$ cat src/tsmc_map.svh
// register map, field positions, command codes and reset values of the thermal sensor control block
`ifndef TSMC_MAP_SVH
`define TSMC_MAP_SVH
`define TSMC_OWN_ADDR 7'h4e
`define TSMC_RSV_ADDR_A 7'h2a
`define TSMC_RSV_ADDR_B 7'h2b
`define TSMC_CFG_RESET 8'h00
`define TSMC_CFG_MASK_BIT 7
`define TSMC_CFG_STBY_BIT 6
`define TSMC_CFG_WR_MASK 8'hc0
`define TSMC_CMD_TEMP_RD 8'h00
`define TSMC_CMD_ITEMP_RD 8'h01
`define TSMC_CMD_CFG_RD 8'h03
`define TSMC_CMD_CFG_WR 8'h09
`define TSMC_CMD_ONE_SHOT 8'h0f
`define TSMC_RD_UNMAPPED 8'hff
`define TSMC_CONV_CYCLES 4000
`endif

$ cat src/tsmc_pkg.sv
// types of the thermal sensor control block
package tsmc_pkg;
  typedef enum logic [3:0] {
    TSMC_ST_IDLE = 4'b0000,
    TSMC_ST_ADDR = 4'b0001,
    TSMC_ST_ADDR_ACK = 4'b0010,
    TSMC_ST_CMD = 4'b0011,
    TSMC_ST_CMD_ACK = 4'b0100,
    TSMC_ST_WDATA = 4'b0101,
    TSMC_ST_WDATA_ACK = 4'b0110,
    TSMC_ST_RDATA = 4'b0111,
    TSMC_ST_RDATA_ACK = 4'b1000,
    TSMC_ST_IGNORE = 4'b1001
  } tsmc_state_e;

  typedef struct packed {
    tsmc_state_e st;
    logic scl_prev;
    logic sda_prev;
    logic [3:0] bitcnt;
    logic [7:0] shreg;
    logic rw;
    logic [7:0] cmd;
    logic sda_oe;
    logic [7:0] cfg;
    logic busy;
    logic [15:0] conv_cnt;
    logic [7:0] diode_temp;
    logic [7:0] int_temp;
    logic alert;
  } tsmc_state_s;
endpackage

$ cat src/tsmc_sensor.sv
// thermal sensor control: smbus target, configuration register, conversion mode control and alert
`timescale 1ns/1ps
`include "tsmc_map.svh"
module tsmc_sensor
  import tsmc_pkg::*;
#(
  parameter int CONV_CYCLES = `TSMC_CONV_CYCLES
) (
  input wire logic clk_in,
  input wire logic rst_n_in,
  input wire logic scl_in,
  input wire logic sda_in,
  output logic sda_out,
  output logic sda_oe_out,
  output logic alert_n_out,
  output logic alert_oe_out,
  input wire logic [7:0] diode_temp_in,
  input wire logic [7:0] internal_temp_in,
  input wire logic [7:0] upper_limit_in,
  input wire logic [7:0] lower_limit_in,
  output logic conv_busy_out,
  output logic standby_out
);

  tsmc_state_s s_reg;
  tsmc_state_s s_next;
  logic scl_rise;
  logic scl_fall;
  logic start_seen;
  logic stop_seen;
  logic [7:0] byte_in;
  logic one_shot_hit;
  logic out_of_range;
  logic [7:0] rd_byte;

  function automatic logic beyond(input logic [7:0] t, input logic [7:0] hi, input logic [7:0] lo);
    beyond = (t > hi) || (t < lo);
  endfunction

  function automatic logic [7:0] read_byte(input tsmc_state_s s);
    case (s.cmd)
      `TSMC_CMD_TEMP_RD: read_byte = s.diode_temp;
      `TSMC_CMD_ITEMP_RD: read_byte = s.int_temp;
      `TSMC_CMD_CFG_RD: read_byte = s.cfg;
      default: read_byte = `TSMC_RD_UNMAPPED;
    endcase
  endfunction

  // a select straight on a function call is refused by strict front ends
  assign rd_byte = read_byte(s_reg);
  assign scl_rise = !s_reg.scl_prev && scl_in;
  assign scl_fall = s_reg.scl_prev && !scl_in;
  assign start_seen = s_reg.scl_prev && scl_in && s_reg.sda_prev && !sda_in;
  assign stop_seen = s_reg.scl_prev && scl_in && !s_reg.sda_prev && sda_in;
  assign byte_in = {s_reg.shreg[6:0], sda_in};
  // equality is not treated as beyond; the limits allow either
  assign out_of_range = beyond(s_reg.diode_temp, upper_limit_in, lower_limit_in) ||
                        beyond(s_reg.int_temp, upper_limit_in, lower_limit_in);
  // one-shot arrives as a send-byte, acted on when its acknowledge is released
  assign one_shot_hit = (s_reg.st == TSMC_ST_CMD_ACK) && scl_fall && s_reg.sda_oe &&
                        (s_reg.cmd == `TSMC_CMD_ONE_SHOT);

  always_comb begin
    s_next = s_reg;
    s_next.scl_prev = scl_in;
    s_next.sda_prev = sda_in;
    if (start_seen) begin
      s_next.st = TSMC_ST_ADDR;
      s_next.bitcnt = 4'h0;
      s_next.sda_oe = 1'b0;
    end else if (stop_seen) begin
      s_next.st = TSMC_ST_IDLE;
      s_next.sda_oe = 1'b0;
    end else begin
      unique case (s_reg.st)
        TSMC_ST_IDLE, TSMC_ST_IGNORE: begin
          s_next.sda_oe = 1'b0;
        end
        TSMC_ST_ADDR, TSMC_ST_CMD, TSMC_ST_WDATA: begin
          if (scl_rise) begin
            s_next.shreg = byte_in;
            s_next.bitcnt = s_reg.bitcnt + 4'h1;
            if (s_reg.bitcnt == 4'h7) begin
              s_next.bitcnt = 4'h0;
              if (s_reg.st == TSMC_ST_ADDR) begin
                s_next.rw = byte_in[0];
                if (byte_in[7:1] == `TSMC_OWN_ADDR && byte_in[7:1] != `TSMC_RSV_ADDR_A &&
                    byte_in[7:1] != `TSMC_RSV_ADDR_B) begin
                  s_next.st = TSMC_ST_ADDR_ACK;
                end else begin
                  s_next.st = TSMC_ST_IGNORE;
                end
              end else if (s_reg.st == TSMC_ST_CMD) begin
                s_next.cmd = byte_in;
                s_next.st = TSMC_ST_CMD_ACK;
              end else begin
                if (s_reg.cmd == `TSMC_CMD_CFG_WR) begin
                  // reserved bits are not stored and read back as zero
                  s_next.cfg = byte_in & `TSMC_CFG_WR_MASK;
                end
                s_next.st = TSMC_ST_WDATA_ACK;
              end
            end
          end
        end
        TSMC_ST_ADDR_ACK, TSMC_ST_CMD_ACK, TSMC_ST_WDATA_ACK: begin
          if (scl_fall) begin
            if (!s_reg.sda_oe) begin
              s_next.sda_oe = 1'b1;
            end else begin
              s_next.sda_oe = 1'b0;
              s_next.bitcnt = 4'h0;
              if (s_reg.st == TSMC_ST_ADDR_ACK && s_reg.rw) begin
                s_next.st = TSMC_ST_RDATA;
                s_next.sda_oe = !rd_byte[7];
                s_next.shreg = {rd_byte[6:0], 1'b0};
                s_next.bitcnt = 4'h1;
              end else if (s_reg.st == TSMC_ST_ADDR_ACK) begin
                s_next.st = TSMC_ST_CMD;
              end else if (s_reg.st == TSMC_ST_CMD_ACK) begin
                s_next.st = TSMC_ST_WDATA;
              end else begin
                s_next.st = TSMC_ST_IGNORE;
              end
            end
          end
        end
        TSMC_ST_RDATA: begin
          if (scl_fall) begin
            if (s_reg.bitcnt == 4'h8) begin
              s_next.sda_oe = 1'b0;
              s_next.st = TSMC_ST_RDATA_ACK;
            end else begin
              s_next.sda_oe = !s_reg.shreg[7];
              s_next.shreg = {s_reg.shreg[6:0], 1'b0};
              s_next.bitcnt = s_reg.bitcnt + 4'h1;
            end
          end
        end
        TSMC_ST_RDATA_ACK: begin
          // single-byte reads only; the master's answer is not needed
          if (scl_rise) begin
            s_next.st = TSMC_ST_IGNORE;
          end
        end
        default: begin
          s_next.st = TSMC_ST_IDLE;
          s_next.sda_oe = 1'b0;
        end
      endcase
    end

    // conversion engine
    if (s_reg.busy) begin
      if (s_reg.conv_cnt == 16'(CONV_CYCLES - 1)) begin
        s_next.busy = 1'b0;
        s_next.diode_temp = diode_temp_in;
        s_next.int_temp = internal_temp_in;
      end else begin
        s_next.conv_cnt = s_reg.conv_cnt + 16'h1;
      end
    end else if (!s_reg.cfg[`TSMC_CFG_STBY_BIT]) begin
      s_next.busy = 1'b1;
      s_next.conv_cnt = 16'h0;
    end else if (one_shot_hit) begin
      // in auto-convert the command is dropped; the host must not count on it
      s_next.busy = 1'b1;
      s_next.conv_cnt = 16'h0;
    end
    if (s_next.cfg[`TSMC_CFG_STBY_BIT] && !s_reg.cfg[`TSMC_CFG_STBY_BIT]) begin
      s_next.busy = 1'b0;
    end

    s_next.alert = !s_reg.cfg[`TSMC_CFG_MASK_BIT] && out_of_range;
  end

  always_ff @(posedge clk_in or negedge rst_n_in) begin
    if (!rst_n_in) begin
      s_reg <= '{st: TSMC_ST_IDLE, scl_prev: 1'b1, sda_prev: 1'b1, bitcnt: 4'h0, shreg: 8'h00, rw: 1'b0,
                 cmd: 8'h00, sda_oe: 1'b0, cfg: `TSMC_CFG_RESET, busy: 1'b0, conv_cnt: 16'h0,
                 diode_temp: 8'h00, int_temp: 8'h00, alert: 1'b0};
    end else begin
      s_reg <= s_next;
    end
  end

  assign sda_out = 1'b0;
  assign sda_oe_out = s_reg.sda_oe;
  assign alert_n_out = 1'b0;
  assign alert_oe_out = s_reg.alert;
  assign conv_busy_out = s_reg.busy;
  assign standby_out = s_reg.cfg[`TSMC_CFG_STBY_BIT];
endmodule // tsmc_sensor

$ cat config.mk
export PLATFORM = sky130hd
export DESIGN_NAME = tsmc_sensor
export DESIGN_NICKNAME = d
export VERILOG_FILES = /design/src/tsmc_pkg.sv /design/src/tsmc_sensor.sv
export VERILOG_INCLUDE_DIRS = /design/src
export SDC_FILE = /design/constraint.sdc
export NUM_CORES = 1
export LEC_CHECK = 0
export BUFFER_PORTS_ARGS = -buffer_cell sky130_fd_sc_hd__buf_2
export CAP_MARGIN = 20
export CORE_ASPECT_RATIO = 1.4
export CORE_UTILIZATION = 45
export DETAILED_ROUTE_END_ITERATION = 6
export GPL_TIMING_DRIVEN = 1
export PLACE_DENSITY = 0.6
export SETUP_SLACK_MARGIN = 0.05
export SLEW_MARGIN = 20
export SYNTH_ARGS = -nofsm -noshare
export SYNTH_HDL_FRONTEND = slang
export SYNTH_SLANG_ARGS = --single-unit
$ cat constraint.sdc
create_clock -name clk_in -period 4.58 [get_ports clk_in]
set_input_delay 0 -clock clk_in [delete_from_list [all_inputs] [get_ports clk_in]]
set_output_delay 0 -clock clk_in [all_outputs]
set_load 0.05 [all_outputs]
==> impl_summary.md <==
CTS
The clock tree buffer depth is 2. The H-tree depth reported by CTS is 3. The number of sinks handled by clock tree synthesis is 64. The clock latency at the later pin of the worst-skew pair is around 0.33 ns.

The number of setup buffers added after CTS is 0. The TritonCTS clock tree is done. The clock transition time at the flip-flop clock pins of the worst setup and hold paths is 0.05 ns.

The CTS buffer count is 9. The clock tree root buffer cell is sky130_fd_sc_hd__clkbuf_16.

Status
The flow ran to the end, but the final reports show violations. The final reports fail on design-rule violations.

Layout
The post-route core utilization is 54.8%. The layout net count is 559. The layout cell share with drive strength beyond 1 is 23.0%. The register with the most flip-flops in the layout has 53 of them.

The growth of design area from synthesis to finish is 17.2%. The count of fill cells added during filler insertion is 830. The final non-filler cell total is around 600. The number of antenna diodes is 0.

Global routing
Global routing used around 23% of the available tracks across all layers. The first global-routing pass estimated 17.7 mm of wire. The number of global-route vias before repair is 3,637.

The number of antenna violations at the first check in global routing is 0. The largest net degree at the start of global routing is 65. The total overflow left after global routing is 0.

Timing
Setup violations remaining at the end of the flow were counted as 0. The transition time at the pin with the least slew margin is 0.947 ns. The number of pins exceeding their max-slew limit in the final report was 0. The worst path in the final design needs a cycle of 2.72 ns, including I/O delays and setup. For the final routed database, the setup TNS stands at 0 ns. Setup repair after global routing left no endpoint under its margin. The ratio of final minimum period to clock period is 59.5%. The worst-case clock skew is 0.00530 ns. Based on the critical path, the design can be clocked at up to between 300 and 400 MHz. Measured against its own limit, the worst slew margin works out to 36.6%. The total count of hold-check failures in the final report is 0.

Setup path
At the worst endpoint, the required time is 4.75 ns. By startpoint and endpoint, the worst setup path is classified as reg2reg. The stage delay of the slowest cell on the critical path is 0.93 ns. The worst setup path is launched from a flip-flop. The slowest stage of the critical path is the sky130_fd_sc_hd__or4_1 cell. The reg-to-reg setup timing slack is 1.86 ns. The startpoint identified for the worst register-to-register timing path is s_reg[29]. The number of cells on the worst reg-to-reg path is 5. Walking the worst path, the cells encountered are or4_1 -> or4_1 -> o21ai_2 -> mux2i_1 -> nor2_1. Grouping stages by cell kind, the critical path spends the most delay in simple AND/OR/NAND/NOR gates. The highest fanout seen on the critical path is 18. STA puts the critical path data arrival time at a little under 3 ns.

The cell that appears most often on the critical path is sky130_fd_sc_hd__or4_1. The kind of end point of the critical path is a flip-flop. In this run the critical register-to-register path is captured at s_reg[18]. In this run the worst setup path begins at s_reg[29]. The buffering stage count on the worst path with inverters included is 0.

Min path
The path with the worst hold slack has its endpoint at alert_oe_out. In this run the worst hold path is classified as in2reg. The startpoint identified for the worst hold timing path is lower_limit_in[5]. The worst hold path passes through 6 cells.

Detailed routing
The first TritonRoute pass finished after 7 iterations. The final routed DRC violation total is 4. The detailed-route wire length per cell is 17.3 um. The via-per-instance ratio is 5.95. The detailed router finished its first iteration with 249 violations. Summing over every cut layer, the via total after detailed routing is 3,580. Summed over all layers, the routed wires come to between 10 and 15 mm. In this run the remaining antenna-violating nets after routing total 0.

Yosys
The number of synthesized flops with an enable pin is 0. The top-area cell type share of the netlist area is a little over a third. The predominant post-synthesis flop cell is sky130_fd_sc_hd__dfrtp_1. Summing the sequential cell areas from Yosys gives 37.5% of the chip area. After synthesis, the cell types taking the most area are sky130_fd_sc_hd__dfrtp_1 (36%), sky130_fd_sc_hd__ha_1 (9.7%), sky130_fd_sc_hd__mux2_2 (9.2%). After synthesis, the share of flip-flops with an asynchronous set or reset is between 90% and 100%. The synthesized netlist cell count is 436. The synthesized design contains between 60 and 70 register bits. Yosys mapped the design onto between 70 and 80 distinct sky130hd cell types. After synthesis the cells add up to roughly 4300 um^2. Each instance of the synthesized netlist takes up on average 9.80 um^2. For this run, the number of Yosys warnings is 0. The synthesized design spends more area on one cell type than any other, namely sky130_fd_sc_hd__dfrtp_1.

Power
In this run the power density over the cells is 333 nW/um^2. In this run the static leakage power is between 2 and 2.5 nW. VDD sags by at most between 0.15 and 0.2 mV.

Die
The area of the core region is 9130 um^2. The effective utilization at floorplan is between 40% and 50%. The number of ports placed on the die boundary is 42. In this run the vertical extent of the chip is about 120 um. The floorplan step set the die width to about 84 um. The total die area is roughly 9900 um^2. The number of rows in the core area is 41.

Place
The half-perimeter wire length after detailed placement is about 7.6 mm. The routability congestion estimate from global placement is just under 0.9. Input and output buffers added on the ports amount to 39. After detailed placement, the design holds a cell count of 567.

Flow run
Max-cap violations in this run came to 0.
tightest hold or removal path, cell delays in order:
cell and delay (ns):
sky130_fd_sc_hd__buf_2 0.10, sky130_fd_sc_hd__inv_1 0.07, sky130_fd_sc_hd__ha_1 0.13, sky130_fd_sc_hd__a2111oi_0 0.07, sky130_fd_sc_hd__a31oi_1 0.14, sky130_fd_sc_hd__a41oi_1 0.12
synth_stat cells (3+ instances only):
cell type                   number
sky130_fd_sc_hd__o211ai_1       11
sky130_fd_sc_hd__inv_1          23
sky130_fd_sc_hd__nor2_1         27
sky130_fd_sc_hd__or4_1           7
sky130_fd_sc_hd__ha_1           33
sky130_fd_sc_hd__clkbuf_1       10
sky130_fd_sc_hd__or2_2           5
sky130_fd_sc_hd__xor2_1          3
sky130_fd_sc_hd__o2bb2ai_1       3
sky130_fd_sc_hd__dfrtp_1        62
sky130_fd_sc_hd__and3_1          7
sky130_fd_sc_hd__nor2b_1         7
sky130_fd_sc_hd__nand2_1        29
sky130_fd_sc_hd__mux2i_1         5
sky130_fd_sc_hd__nand3_1        14
sky130_fd_sc_hd__o21ai_0        20
sky130_fd_sc_hd__a21oi_1        24
sky130_fd_sc_hd__o31ai_1         6
sky130_fd_sc_hd__nor3_1          5
sky130_fd_sc_hd__mux2_2         35
sky130_fd_sc_hd__o21a_1          3
sky130_fd_sc_hd__nand3b_1        3
sky130_fd_sc_hd__nor4_1          3
sky130_fd_sc_hd__a21o_1          3
sky130_fd_sc_hd__a22o_1          7
sky130_fd_sc_hd__buf_2           4
sky130_fd_sc_hd__nor3b_1         3
sky130_fd_sc_hd__nand2b_1        4
sky130_fd_sc_hd__nand4b_1        5
sky130_fd_sc_hd__o22ai_1         4
sky130_fd_sc_hd__nand4_1         9
through the flow:
step	worst slack [ns]	total power [mW]	hold slack [ns]	area (um^2)
final	1.86	1.67	0.340	5010
after floorplan	2.34	0.906	-0.296	4280
after global placement	1.87	1.00	0.162	4530
after detailed placement	1.84	1.01	0.159	4530
after global routing	1.60	1.75	0.374	5010
after CTS	1.83	1.68	0.320	5010
power by group:
group | leakage [nW] | switching [mW] | internal [mW]
combinational | 1.28 | 0.197 | 0.158
sequential | 0.824 | 0.0578 | 0.600
clock | 0.139 | 0.245 | 0.410
total | 2.25 | 0.501 | 1.17
cell type report:
cell class	count	area [um^2]	share of cell area, %
clock buffers	14	274	5.47
clock inverters	2	12.5	0.250
inverters	23	86.3	1.72
multi-input cells	333	2500	50.0
flip-flops and latches	64	1600	32.0
well taps	107	134	2.67
repair buffers	59	393	7.85
layer usage:
metal / global-route usage [%] / routed length, um / up-vias
met4: 10.2 / 277 / 0
met2: 39.9 / 5460 / 79
li1: - / - / 1746
met1: 27.4 / 4380 / 1735
met3: 3.59 / 308 / 20
met5: 0 / 0 / -
worst max path at each step:
stage	endpoint	cells past startpoint
2_1_floorplan	s_reg[18]	7
3_3_place_gp	s_reg[18]	5
3_5_place_dp	s_reg[18]	5
4_1_cts	s_reg[18]	5
5_1_grt	s_reg[18]	5
6_report	s_reg[18]	5
layout by cell type, fill, tap and decap left out, types with 7 or more instances in the layout:
cell type,instances
sky130_fd_sc_hd__a21oi_1,24
sky130_fd_sc_hd__o211ai_1,11
sky130_fd_sc_hd__nand3_1,14
sky130_fd_sc_hd__nor2b_1,7
sky130_fd_sc_hd__nand4_1,9
sky130_fd_sc_hd__or4_1,7
sky130_fd_sc_hd__nand2_1,29
sky130_fd_sc_hd__mux2_2,35
sky130_fd_sc_hd__a22o_1,7
sky130_fd_sc_hd__dfrtp_1,62
sky130_fd_sc_hd__ha_1,33
sky130_fd_sc_hd__clkbuf_16,9
sky130_fd_sc_hd__nor2_1,27
sky130_fd_sc_hd__o21ai_0,20
sky130_fd_sc_hd__dlygate4sd3_1,19
sky130_fd_sc_hd__buf_2,39
sky130_fd_sc_hd__and3_1,7
sky130_fd_sc_hd__inv_1,23
cells by family after synthesis:
group | count (synthesis) | share of synthesized area, %
fa+ha+maj | 33 | 9.66
other cells | 1 | 0.0877
buf+inv | 40 | 3.98
flops | 64 | 37.5
simple gates | 147 | 19.7
xor+xnor | 4 | 0.820
compound gates | 107 | 17.8
mux | 40 | 10.4
repair_timing:
| item | CTS | global route |
|---|---|---|
| hold buffers | 19 | 0 |
| endpoints found under the hold margin | 81 | 0 |
| resized for setup | 0 | 0 |
Note: power is estimated with default switching activity, not from simulation.
